## config.mk

```make
export PLATFORM = sky130hd
export DESIGN_NAME = comparator_control_logic
export DESIGN_NICKNAME = d
export VERILOG_FILES = /design/src/cmp_pkg.sv /design/src/ahb_reg_slave.sv /design/src/hyst_comparator.sv /design/src/comparator_control_logic.sv
export SDC_FILE = /design/constraint.sdc
export NUM_CORES = 1
export LEC_CHECK = 0
export ABC_AREA = 1
export ABC_CLOCK_PERIOD_IN_PS = 3500
export BUFFER_PORTS_ARGS = -buffer_cell sky130_fd_sc_hd__clkbuf_2
export CAP_MARGIN = 20
export CORE_MARGIN = 10
export CORE_UTILIZATION = 41
export DETAILED_ROUTE_END_ITERATION = 7
export HOLD_SLACK_MARGIN = 0.05
export PLACE_DENSITY_LB_ADDON = 0.08
export SYNTH_ARGS = -nofsm -noshare
export SYNTH_HDL_FRONTEND = slang
export SYNTH_HIERARCHICAL = 1
export SYNTH_SLANG_ARGS = --single-unit
```

## constraint.sdc

```tcl
create_clock -name hclk -period 3.5 [get_ports hclk]
set_input_delay 0 -clock hclk [delete_from_list [all_inputs] [get_ports hclk]]
set_output_delay 0 -clock hclk [all_outputs]
set_load 0.005 [all_outputs]
```

## src/cmp_pkg.sv

```systemverilog
// shared constants and types for the comparator control block
package cmp_pkg;

    // register byte addresses on the bus
    localparam logic [31:0] CTRL_ADDR   = 32'h0000_0f90;
    localparam logic [31:0] AUX_ADDR    = 32'h0000_0f94;
    localparam logic [31:0] STATUS_ADDR = 32'h0000_0f98;

    // reset values
    localparam logic [7:0] CTRL_RESET = 8'h14;
    localparam logic       PWR_DOWN_RESET = 1'b0;
    localparam logic       ROUTE_RESET    = 1'b0;

    // auxiliary control bit positions
    localparam int AUX_PWR_DOWN_BIT = 0;
    localparam int AUX_ROUTE_BIT    = 1;

    // status bit positions
    localparam int ST_RESULT_BIT  = 0;
    localparam int ST_SMALL_BIT   = 1;
    localparam int ST_POWERED_BIT = 2;

    // analog levels are carried as millivolt codes
    localparam int MV_W = 12;
    localparam logic [MV_W-1:0] HYST_MV          = 12'h00a;
    localparam logic [MV_W-1:0] REF_STEP_LARGE_MV = 12'h0c8;
    localparam logic [MV_W-1:0] REF_STEP_SMALL_MV = 12'h032;
    localparam logic [3:0]      LARGE_MAX_CODE    = 4'h9;
    localparam logic [1:0]      LOW_BITS_CLEAR    = 2'h0;

    // bus size encoding and strap fill count
    localparam logic [2:0] HSIZE_WORD = 3'h2;
    localparam logic [1:0] STRAP_FILL = 2'h3;

    // control register layout, msb first
    typedef struct packed {
        logic       pos_sel;
        logic       neg_sel;
        logic [5:0] level;
    } comparator_control_t;

    // one register write from the bus slave
    typedef struct packed {
        logic        wr;
        logic [31:0] addr;
        logic [31:0] wdata;
    } reg_write_t;

    typedef enum logic [1:0] {
        S_IDLE    = 2'b00,
        S_WR      = 2'b01,
        S_RD_WAIT = 2'b10,
        S_RD      = 2'b11
    } bus_state_t;

endpackage

```

## src/ahb_reg_slave.sv

```systemverilog
// ahb-lite slave front end: zero-wait writes, one-wait reads
`timescale 1ns/100ps
module ahb_reg_slave (
    // clock and reset
    input  wire logic                 hclk,
    input  wire logic                 hresetn,
    // ahb-lite slave port
    input  wire logic                 hsel,
    input  wire logic [31:0]          haddr,
    input  wire logic [1:0]           htrans,
    input  wire logic                 hwrite,
    input  wire logic [2:0]           hsize,
    input  wire logic                 hready,
    input  wire logic [31:0]          hwdata,
    output logic                      hreadyout,
    output logic                      hresp,
    output logic [31:0]               hrdata,
    // register side
    output cmp_pkg::reg_write_t       wr,
    output logic [31:0]               rd_addr,
    input  wire logic [31:0]          rd_data
);

    cmp_pkg::bus_state_t state_r;
    cmp_pkg::bus_state_t state_nxt;
    logic [31:0]         addr_r;
    logic [31:0]         addr_nxt;
    logic [31:0]         hrdata_r;
    logic [31:0]         hrdata_nxt;
    logic                accept;

    // only whole-word transfers are taken; others complete as no-ops
    assign accept = hsel & htrans[1] & hready & (hsize == cmp_pkg::HSIZE_WORD);

    // read data is sampled one cycle late so a write just before lands first
    always_comb begin
        state_nxt  = state_r;
        addr_nxt   = addr_r;
        hrdata_nxt = hrdata_r;
        case (state_r)
            cmp_pkg::S_RD_WAIT: begin
                hrdata_nxt = rd_data;
                state_nxt  = cmp_pkg::S_RD;
            end
            default: begin
                if (accept) begin
                    addr_nxt  = haddr;
                    state_nxt = hwrite ? cmp_pkg::S_WR : cmp_pkg::S_RD_WAIT;
                end else begin
                    state_nxt = cmp_pkg::S_IDLE;
                end
            end
        endcase
    end

    always_ff @(posedge hclk or negedge hresetn) begin
        if (!hresetn) begin
            state_r  <= cmp_pkg::S_IDLE;
            addr_r   <= 32'h0000_0000;
            hrdata_r <= 32'h0000_0000;
        end else begin
            state_r  <= state_nxt;
            addr_r   <= addr_nxt;
            hrdata_r <= hrdata_nxt;
        end
    end

    // handshake and register strobes
    assign hreadyout = (state_r != cmp_pkg::S_RD_WAIT);
    assign hresp     = 1'b0;
    assign hrdata    = hrdata_r;
    assign wr.wr     = (state_r == cmp_pkg::S_WR);
    assign wr.addr   = addr_r;
    assign wr.wdata  = hwdata;
    assign rd_addr   = addr_r;

endmodule

```

## src/hyst_comparator.sv

```systemverilog
// digital model of a comparator stage with hysteresis and change pulse
`timescale 1ns/100ps
module hyst_comparator (
    // clock and reset
    input  wire logic                      hclk,
    input  wire logic                      hresetn,
    // power enable and analog levels as millivolt codes
    input  wire logic                      enable,
    input  wire logic [cmp_pkg::MV_W-1:0]  pos_mv,
    input  wire logic [cmp_pkg::MV_W-1:0]  neg_mv,
    // result
    output logic                           result,
    output logic                           change
);

    logic              result_r;
    logic              result_nxt;
    logic              change_r;
    logic              change_nxt;
    logic [cmp_pkg::MV_W:0] pos_w;
    logic [cmp_pkg::MV_W:0] neg_w;
    logic [cmp_pkg::MV_W:0] hyst_w;

    // one extra bit so the sums cannot wrap
    assign pos_w  = {1'b0, pos_mv};
    assign neg_w  = {1'b0, neg_mv};
    assign hyst_w = {1'b0, cmp_pkg::HYST_MV};

    // inside the band the old decision is kept; powered down reads low
    always_comb begin
        result_nxt = result_r;
        if (!enable) begin
            result_nxt = 1'b0;
        end else if (pos_w > neg_w + hyst_w) begin
            result_nxt = 1'b1;
        end else if (neg_w > pos_w + hyst_w) begin
            result_nxt = 1'b0;
        end
        change_nxt = enable & (result_nxt != result_r);
    end

    always_ff @(posedge hclk or negedge hresetn) begin
        if (!hresetn) begin
            result_r <= 1'b0;
            change_r <= 1'b0;
        end else begin
            result_r <= result_nxt;
            change_r <= change_nxt;
        end
    end

    assign result = result_r;
    assign change = change_r;

endmodule

```

## src/comparator_control_logic.sv

```systemverilog
// comparator control: register file, input selection, reference, output
//
// Functional notes
// - result goes high when positive input beats negative by over hysteresis.
// - result goes low when negative input beats positive by over hysteresis.
// - inside the hysteresis band the result keeps its previous value.
// - result feeds an interrupt request and can be driven to a pin.
// - a power control bit shuts the comparator down.
// - positive select 0 takes the pin, 1 takes the temperature sensor.
// - negative select 0 uses the pin, 1 enables the internal reference.
// - large parts: 4-bit code, 0.2 V steps to code 9, rest reserved.
// - reference code resets to 0101, that is 1.0 V, on large parts.
// - 8-pin parts: 6-bit code, 0.05 V steps, default 010100 is 1.00 V.
// - comparator reference is independent of any converter reference setting.
`timescale 1ns/100ps
module comparator_control_logic (
    // clock and reset
    input  wire logic                      hclk,
    input  wire logic                      hresetn,
    // ahb-lite slave port
    input  wire logic                      hsel,
    input  wire logic [31:0]               haddr,
    input  wire logic [1:0]                htrans,
    input  wire logic                      hwrite,
    input  wire logic [2:0]                hsize,
    input  wire logic                      hready,
    input  wire logic [31:0]               hwdata,
    output logic                           hreadyout,
    output logic                           hresp,
    output logic [31:0]                    hrdata,
    // package strap pin, high on the 8-pin part
    input  wire logic                      small_package,
    // analog levels as millivolt codes
    input  wire logic [cmp_pkg::MV_W-1:0]  positive_input_pin,
    input  wire logic [cmp_pkg::MV_W-1:0]  negative_input_pin,
    input  wire logic [cmp_pkg::MV_W-1:0]  temp_sensor_mv,
    // comparator result and its routing
    output logic                           result_level,
    output logic                           result_event,
    output logic                           result_pin_out,
    output logic                           result_pin_oe,
    // analog front-end controls
    output logic                           reference_enable,
    output logic [cmp_pkg::MV_W-1:0]       reference_mv,
    output logic                           temp_sensor_select,
    output logic                           comparator_powered
);

    // bus side
    cmp_pkg::reg_write_t wr;
    logic [31:0]         rd_addr;
    logic [31:0]         rd_data;

    // strap capture
    logic [2:0]          strap_sync_r;
    logic [2:0]          strap_sync_nxt;
    logic [1:0]          fill_r;
    logic [1:0]          fill_nxt;
    logic                captured_r;
    logic                captured_nxt;
    logic                small_r;
    logic                small_nxt;

    // software state
    cmp_pkg::comparator_control_t ctrl_r;
    cmp_pkg::comparator_control_t ctrl_nxt;
    logic                power_down_r;
    logic                power_down_nxt;
    logic                route_r;
    logic                route_nxt;
    logic [cmp_pkg::MV_W-1:0] ref_mv_r;
    logic [cmp_pkg::MV_W-1:0] ref_mv_nxt;

    // comparator path
    logic [3:0]          large_code;
    logic [cmp_pkg::MV_W-1:0] cmp_pos;
    logic [cmp_pkg::MV_W-1:0] cmp_neg;
    logic                powered;
    logic                result;
    logic                change;

    ahb_reg_slave u_bus (
        .hclk      (hclk),
        .hresetn   (hresetn),
        .hsel      (hsel),
        .haddr     (haddr),
        .htrans    (htrans),
        .hwrite    (hwrite),
        .hsize     (hsize),
        .hready    (hready),
        .hwdata    (hwdata),
        .hreadyout (hreadyout),
        .hresp     (hresp),
        .hrdata    (hrdata),
        .wr        (wr),
        .rd_addr   (rd_addr),
        .rd_data   (rd_data)
    );

    // strap passes three flops and is frozen once the last two agree
    always_comb begin
        strap_sync_nxt = {strap_sync_r[1:0], small_package};
        fill_nxt       = fill_r;
        captured_nxt   = captured_r;
        small_nxt      = small_r;
        if (fill_r != cmp_pkg::STRAP_FILL) begin
            fill_nxt = fill_r + 2'h1;
        end else if (!captured_r && (strap_sync_r[1] == strap_sync_r[2])) begin
            captured_nxt = 1'b1;
            small_nxt    = strap_sync_r[2];
        end
    end

    always_ff @(posedge hclk or negedge hresetn) begin
        if (!hresetn) begin
            strap_sync_r <= 3'h0;
            fill_r       <= 2'h0;
            captured_r   <= 1'b0;
            small_r      <= 1'b0;
        end else begin
            strap_sync_r <= strap_sync_nxt;
            fill_r       <= fill_nxt;
            captured_r   <= captured_nxt;
            small_r      <= small_nxt;
        end
    end

    // register writes; low level bits exist only on the small part
    always_comb begin
        ctrl_nxt       = ctrl_r;
        power_down_nxt = power_down_r;
        route_nxt      = route_r;
        if (wr.wr && (wr.addr == cmp_pkg::CTRL_ADDR)) begin
            ctrl_nxt = cmp_pkg::comparator_control_t'(wr.wdata[7:0]);
        end
        if (wr.wr && (wr.addr == cmp_pkg::AUX_ADDR)) begin
            power_down_nxt = wr.wdata[cmp_pkg::AUX_PWR_DOWN_BIT];
            route_nxt      = wr.wdata[cmp_pkg::AUX_ROUTE_BIT];
        end
        if (!small_nxt) begin
            ctrl_nxt.level[1:0] = cmp_pkg::LOW_BITS_CLEAR;
        end
    end

    always_ff @(posedge hclk or negedge hresetn) begin
        if (!hresetn) begin
            ctrl_r       <= cmp_pkg::CTRL_RESET;
            power_down_r <= cmp_pkg::PWR_DOWN_RESET;
            route_r      <= cmp_pkg::ROUTE_RESET;
        end else begin
            ctrl_r       <= ctrl_nxt;
            power_down_r <= power_down_nxt;
            route_r      <= route_nxt;
        end
    end

    // reference ladder; owns no link to any converter reference
    // reserved large-part codes pin at the top step instead of floating
    assign large_code = (ctrl_r.level[5:2] > cmp_pkg::LARGE_MAX_CODE) ?
                        cmp_pkg::LARGE_MAX_CODE : ctrl_r.level[5:2];

    always_comb begin
        ref_mv_nxt = '0;
        if (ctrl_r.neg_sel) begin
            if (small_r) begin
                ref_mv_nxt = cmp_pkg::MV_W'(ctrl_r.level)
                           * cmp_pkg::REF_STEP_SMALL_MV;
            end else begin
                ref_mv_nxt = cmp_pkg::MV_W'(large_code)
                           * cmp_pkg::REF_STEP_LARGE_MV;
            end
        end
    end

    always_ff @(posedge hclk or negedge hresetn) begin
        if (!hresetn) begin
            ref_mv_r <= '0;
        end else begin
            ref_mv_r <= ref_mv_nxt;
        end
    end

    // input selection in front of the comparator stage
    assign cmp_pos = ctrl_r.pos_sel ? temp_sensor_mv
                                    : positive_input_pin;
    assign cmp_neg = ctrl_r.neg_sel ? ref_mv_r
                                    : negative_input_pin;
    assign powered = ~power_down_r;

    hyst_comparator u_cmp (
        .hclk    (hclk),
        .hresetn (hresetn),
        .enable  (powered),
        .pos_mv  (cmp_pos),
        .neg_mv  (cmp_neg),
        .result  (result),
        .change  (change)
    );

    // outputs; the change pulse is the interrupt request source
    // reconfiguring may raise a spurious pulse, software masks it
    assign result_level       = result;
    assign result_event       = change;
    assign result_pin_out     = route_r & result;
    assign result_pin_oe      = route_r;
    assign reference_enable   = ctrl_r.neg_sel & powered;
    assign reference_mv       = ref_mv_r;
    assign temp_sensor_select = ctrl_r.pos_sel;
    assign comparator_powered = powered;

    // read mux; unmapped addresses read zero
    always_comb begin
        rd_data = 32'h0000_0000;
        case (rd_addr)
            cmp_pkg::CTRL_ADDR: begin
                rd_data[7:0] = ctrl_r;
            end
            cmp_pkg::AUX_ADDR: begin
                rd_data[cmp_pkg::AUX_PWR_DOWN_BIT] = power_down_r;
                rd_data[cmp_pkg::AUX_ROUTE_BIT]    = route_r;
            end
            cmp_pkg::STATUS_ADDR: begin
                rd_data[cmp_pkg::ST_RESULT_BIT]  = result;
                rd_data[cmp_pkg::ST_SMALL_BIT]   = small_r;
                rd_data[cmp_pkg::ST_POWERED_BIT] = powered;
            end
            default: begin
                rd_data = 32'h0000_0000;
            end
        endcase
    end

    // helper: no control write since reset
    logic ctrl_untouched_r;
    always_ff @(posedge hclk or negedge hresetn) begin
        if (!hresetn) begin
            ctrl_untouched_r <= 1'b1;
        end else if (wr.wr && (wr.addr == cmp_pkg::CTRL_ADDR)) begin
            ctrl_untouched_r <= 1'b0;
        end
    end

    a_high_above:
    assert property (@(posedge hclk) disable iff (!hresetn)
        (powered && ({1'b0, cmp_pos} > {1'b0, cmp_neg} + {1'b0, cmp_pkg::HYST_MV}))
        |=> result_level)
        else $error("result not high above band");

    a_low_below:
    assert property (@(posedge hclk) disable iff (!hresetn)
        (powered && ({1'b0, cmp_neg} > {1'b0, cmp_pos} + {1'b0, cmp_pkg::HYST_MV}))
        |=> !result_level)
        else $error("result not low below band");

    a_hold_band:
    assert property (@(posedge hclk) disable iff (!hresetn)
        (powered
         && ({1'b0, cmp_pos} <= {1'b0, cmp_neg} + {1'b0, cmp_pkg::HYST_MV})
         && ({1'b0, cmp_neg} <= {1'b0, cmp_pos} + {1'b0, cmp_pkg::HYST_MV}))
        |=> $stable(result_level))
        else $error("result moved inside band");

    a_event_edge:
    assert property (@(posedge hclk) disable iff (!hresetn)
        $changed(result_level) && $past(powered) |-> result_event)
        else $error("result change without event");

    a_pin_route:
    assert property (@(posedge hclk) disable iff (!hresetn)
        result_pin_oe |-> (result_pin_out == result_level))
        else $error("routed pin differs from result");

    a_power_down:
    assert property (@(posedge hclk) disable iff (!hresetn)
        !powered |=> !result_level && !result_event)
        else $error("powered-down comparator still active");

    a_pos_sel:
    assert property (@(posedge hclk) disable iff (!hresetn)
        (powered && ctrl_r.pos_sel
         && ({1'b0, temp_sensor_mv} > {1'b0, cmp_neg} + {1'b0, cmp_pkg::HYST_MV}))
        |=> result_level)
        else $error("temperature sensor not selected");

    a_neg_sel:
    assert property (@(posedge hclk) disable iff (!hresetn)
        !ctrl_r.neg_sel |-> !reference_enable ##1 (reference_mv == '0))
        else $error("reference alive while pin selected");

    a_ref_large:
    assert property (@(posedge hclk) disable iff (!hresetn)
        (!small_r && ctrl_r.neg_sel && ctrl_r.level[5:2] == 4'h5)
        |=> reference_mv == 12'h3e8)
        else $error("large-part reference wrong");

    a_ctrl_reset:
    assert property (@(posedge hclk) disable iff (!hresetn)
        ctrl_untouched_r |-> (ctrl_r == cmp_pkg::CTRL_RESET))
        else $error("control reset value lost");

    a_ref_small:
    assert property (@(posedge hclk) disable iff (!hresetn)
        (small_r && ctrl_r.neg_sel && ctrl_r.level == 6'h14 && $stable(ctrl_r))
        |=> reference_mv == 12'h3e8)
        else $error("small-part reference wrong");

    a_low_bits:
    assert property (@(posedge hclk) disable iff (!hresetn)
        !small_r |-> (ctrl_r.level[1:0] == 2'h0))
        else $error("reserved low bits set on large part");

endmodule

```

### After elaboration in Yosys (flattened, before gate mapping)

Index checks and enable logic that the tools add are counted.

* multiplexer cells: 18
* bitwise operators: 9
* $mul: 2
* add/sub/neg operators: 3
* reductions and logical operators: 6
* $lt $le $gt $ge: 3
* eq/ne operators: 11

Operators by type and width (number)
* == test 32 x 12 -> 1 bit (second input constant): 3
* 2-to-1 mux 12 bit: 4
* adder 12 x 4 -> 13 bit (second input constant): 2
* greater-than comparator 12 x 13 -> 1 bit: 2
* multiplier 6 x 5 -> 11 bit (second input constant): 1
* 2-to-1 mux 2 bit: 5
* multiplier 4 x 5 -> 9 bit (second input constant): 1
* AND 1 bit: 6
* case mux 2 bit (3 select lines): 1
* 2-to-1 mux 1 bit: 5
* 2-to-1 mux 5 bit: 1
* greater-than comparator 4 bit (second input constant): 1
* 2-to-1 mux 4 bit: 1
* inequality test 2 bit (second input constant): 2
* AND reduction 2 bit: 2
* == test 3 x 2 -> 1 bit (second input constant): 1
* logical AND 1 bit: 3
* NOT 1 bit: 3
* adder 2 x 1 -> 2 bit (second input constant): 1
* == test 2 x 1 -> 1 bit (second input constant): 1
* == test 2 bit (second input constant): 1
* inequality test 2 x 1 -> 1 bit (second input constant): 1
* case mux 1 bit (2 select lines): 1
* == test 1 bit: 1
* 2 further kinds: 2

* bits in registers: 73
* word-level logic and storage cells: 68
* input bits: 111
* output and inout port bits: 53

### Logic depth before layout (Yosys ltp)

* word-level depth: 8
* gate-level depth with buffers: 20
* depth with buffers taken out: 19

### Hierarchy

Netlist, hierarchy kept.

Modules (own cells, without submodules)
* ahb_reg_slave: sequential area each 1651.6 um2, cells an instance 359, area an instance 3230.6 um2, instances 1
* comparator_control_logic: sequential area each 703.2 um2, cells an instance 376, area an instance 2511.2 um2, instances 1
* hyst_comparator: sequential area each 50.0 um2, cells an instance 162, area an instance 1092.3 um2, instances 1

### Worst setup path after synthesis

No wires, ideal clock.

* kind: reg-to-reg
* from: register ctrl_r (netlist bit temp_sensor_select)
* to: register u_cmp.change_r, in the netlist u_cmp/change
* data required time: 3431 ps
* slack: 756 ps
* data arrival time: 2675 ps
* stages on the path, launching flop included: 19
* setup time: 69 ps
* path buffers: 1
* clock period less this slack: 2744 ps
* cells stage by stage: dfrtp_1 -> inv_1 -> clkbuf_1 -> nand2_1 -> nand2_1 -> ha_1 -> o21ai_0 -> nor3_1 -> nand3_1 -> xor2_1 -> ha_1 -> inv_1 -> nor2_1 -> nand3_1 -> nor2_1 -> nor2_2 -> nor2_1 -> a21oi_2 -> nor2_2

* cells in the longest elaborated chain, start to end: 8
* elaborated cells on any way between the ends: 9
* those cells by class: 1 x add/sub; 2 x order compare; 1 x eq/ne; 4 x mux; 1 x bitwise

RTL lines
* start, declared: line comparator_control_logic.sv:65 `cmp_pkg::comparator_control_t ctrl_r;`
* start signal, assigned: line comparator_control_logic.sv:147 `ctrl_r <= cmp_pkg::CTRL_RESET;`
* start signal, assigned: line comparator_control_logic.sv:151 `ctrl_r <= ctrl_nxt;`
* 2-to-1 mux 12 bit *: line comparator_control_logic.sv:184 `assign cmp_pos = ctrl_r.pos_sel ? temp_sensor_mv`
* via cmp_pos, one bit: line comparator_control_logic.sv:76 `logic [cmp_pkg::MV_W-1:0] cmp_pos;`
* adder 12 x 4 -> 13 bit: line hyst_comparator.sv:36 `end else if (neg_w > pos_w + hyst_w) begin`
* greater-than comparator 12 x 13 -> 1 bit: line hyst_comparator.sv:36
* 2-to-1 mux 1 bit: line hyst_comparator.sv:36
* 2-to-1 mux 1 bit *: line hyst_comparator.sv:34 `end else if (pos_w > neg_w + hyst_w) begin`
* 2-to-1 mux 1 bit *: line hyst_comparator.sv:32 `if (!enable) begin`
* inequality test 1 bit *: line hyst_comparator.sv:39 `change_nxt = enable & (result_nxt != result_r);`
* AND 1 bit *: line hyst_comparator.sv:39
* via u_cmp.change_nxt: line hyst_comparator.sv:19 `logic change_nxt;`
* end signal, assigned: line hyst_comparator.sv:48 `change_r <= change_nxt;`
* end, declared: line hyst_comparator.sv:18 `logic change_r;`

The timed path passes the listed nets; every way through them passes the cells marked *.
A chain may end at the register's enable or synchronous reset.

### Worst setup path in the final report

Ends and elaborated chain as after synthesis.

==> impl_metrics.yaml <==
outcome:
  run_status: "finished, final reports clean"
routing:
  vias: 5723
  route.detailed.drc: 0
  wl_per_cell_um: 13.6
  wire_length_after_detailed_routing_mm: 16.9
  vias_per_cell: 4.61
  drt_first_pass_iters: 6
  final_antenna_net_count: 0
  initialDrtViolationCount: 288
pwr:
  pwr-share-seq: 0.416
  power.combinational.fraction: 0.337
  clock_power_share: 0.247
  ir_worst_vdd_v: 0.000285
  p_leak_nw: 4.44
  p_per_area_mw_per_mm2: 469
  power.switching_fraction: 0.368
  total_power_mw: 3.72
  intPower_mw: 2.35
  switching_power_mw: 1.37
sta:
  final_critical_path_required_period_ns: 2.94
  finalClockSkew_ns: 0.00722
  timing.max_slew.rel_slack: 0.366
  rsz0062_at_grt: "false"
  final.setup.worst_slack_ns: 0.562
  finalHoldViolCount: 0
  setup-tns-final_ns: 0
  fin_crit_sh: 0.839
  worst-slew-pin-transition_ns: 0.950
  hold_ws_ns: 0.111
  max_freq_ghz: 0.340
  report.final.slew_viol_count: 0
  finalSetupViolations: 0
finish:
  postLayoutCoreUtil: 0.500
  area_growth_syn_to_layout_pct: 19.4
  finish.net_count: 1195
  seq_area_mm2: 0.00240
  multiInputGateArea_mm2: 0.00357
  nFillCells: 1639
  num_antenna_cells: 0
  fraction_of_final_layout_cells_with_drive_strength_greater_than_1: 0.187
cts:
  htree_num_levels: 3
  cts_made_buffers: 9
  cts_tree: "yes"
  clockBufferDepth: 2
  cts.repair_timing.setup_buffer_count: 0
  clock_insertion_delay_worst_skew_ns: 0.35
  holdBufCountCts: 43
  post_cts_resize_count: 0
  clk_transition_reported_paths_ns: 0.07
  clock-root-buffer: "clkbuf_16"
  clock_sink_count: 96
critical_path:
  standard_cell_with_the_maximum_stage_delay_on_the_critical_path: "dfrtp_1"
  cp.arrival_ns: 3.22
  critPathMostFrequentCell: "nor2_1"
  critPathMaxStageDelay_ns: 0.38
  crit_required_ns: 3.78
  kind_of_critical_path: "reg2reg"
  endpoint_kind: "flip-flop"
  timing.critical_path.cells: "inv_1 > nand2_1 > nand2_1 > ha_1 > o21ai_0 > nor3_1 > nand3_1 > xor2_1 > ha_1 > inv_1 > nor2_1 > nand3_1 > nor2_1 > nor2_2 > nor2_1 > a21oi_2 > nor2_2"
  crit_path_max_fanout: 14
  start_kind: "flip-flop"
global_routing:
  first_pass_grt_wire_length_mm: 28.6
  pin_count_of_the_biggest_net_entering_global_routing: 75
  grt_antenna_before_repair: 0
  first_global_vias: 5692
  global_route.usage.total: 0.158
  grt_remaining_overflow: 0
synth:
  mean_syn_cell_area_um2: 7.62
  yosysWarningCount: 6
  post_synth_inst_count: 873
  synth_area_mm2: 0.00665
die:
  coreArea_mm2: 0.0159
  die_w_um: 147
  design.die.area_mm2: 0.0217
  std_cell_rows: 46
  effective_utilization_at_floorplan: 0.419
  chipHeight_um: 147
  ios: 164
placement:
  placement.io_buffers: 136
  finalWeightedCongestion: 0.843
  place_ws_ns: 0.569
  hpwl_mm: 12.7
hold_path:
  holdCritPathClass: "in2reg"
job:
  maxCapViolations: 0
## state kept, by name (all words and copies together) (netlist names)
register	cells
u_bus/hrdata	32
u_bus/rd_addr	32
reference_mv	11
ctrl_r	7
strap_sync_r	3
fill_r	2
u_bus/state_r	2
captured_r	1
power_down_r	1
result_pin_oe	1
small_r	1
temp_sensor_select	1
u_cmp/change	1
u_cmp/result	1
## per-stage QoR
stage          area [um^2]  cells
2_1_floorplan         6740    897
3_3_place_gp          7240   1184
3_5_place_dp          7240   1184
4_1_cts               7940   1242
5_1_grt               7940   1242
6_report              7940   1242
## placed cells by master (no fill, tap or decap), types with 5 or more instances in the layout
cell type and count:
a21oi_1 14, buf_4 7, clkbuf_16 9, clkbuf_2 135, conb_1 26, dfrtp_1 94
dlygate4sd3_1 43, ha_1 60, inv_1 68, nand2_1 311, nand3_1 66, nand3_2 5
nand4_1 38, nor2_1 61, nor2_2 8, o21ai_0 13, xnor2_1 6, xor2_1 15
## critical path: cells and delay by family (launching register included)
family | cells | cell delay (ns)
simple gates | 10 | 1.27
fa+ha+maj | 2 | 0.46
flops | 1 | 0.38
buf+inv | 2 | 0.36
compound gates | 2 | 0.23
xor+xnor | 1 | 0.16
## worst paths after layout
check / startpoint / to / cells after the start / slack (ns)
hold reg to reg: strap_sync_r[0] / strap_sync_r[1] / 0 / 0.36
setup / recovery: temp_sensor_select / u_cmp/change / 17 / 0.56
hold / removal: hsize[2] / u_bus/state_r[1] / 4 / 0.11
setup reg to reg: temp_sensor_select / u_cmp/change / 17 / 0.56
min in group asynchronous: hresetn / u_bus/hrdata[1] / 2 / 0.35
max in group asynchronous: hresetn / u_cmp/result / 3 / 2.27
## per-layer routing
layer,vias to the layer above,share of wire,wire length [um],GRT usage
met5,-,0,0,0
met4,0,0.0096,163,0.0332
met3,13,0.045,766,0.0382
met2,107,0.48,8150,0.268
met1,2573,0.46,7860,0.200
li1,3030,-,-,-
## power groups by stage
stage / Sequential, mW / Clock [mW] / Combinational (mW)
after floorplan: 1.54 / 0 / 0.899
after global placement: 1.57 / 0 / 1.23
after detailed placement: 1.57 / 0 / 1.24
after CTS: 1.55 / 0.946 / 1.28
after global routing: 1.59 / 0.991 / 1.48
final: 1.55 / 0.920 / 1.26
## layout make-up
cell class / count / share of cell area
inverters: 72 / 0.0340
multi-input cells: 658 / 0.449
well taps: 216 / 0.0340
flip-flops and latches: 96 / 0.303
clock inverters: 6 / 0.00567
clock buffers: 9 / 0.0284
repair buffers: 185 / 0.146
No activity file was read; power rests on OpenSTA's default activity.
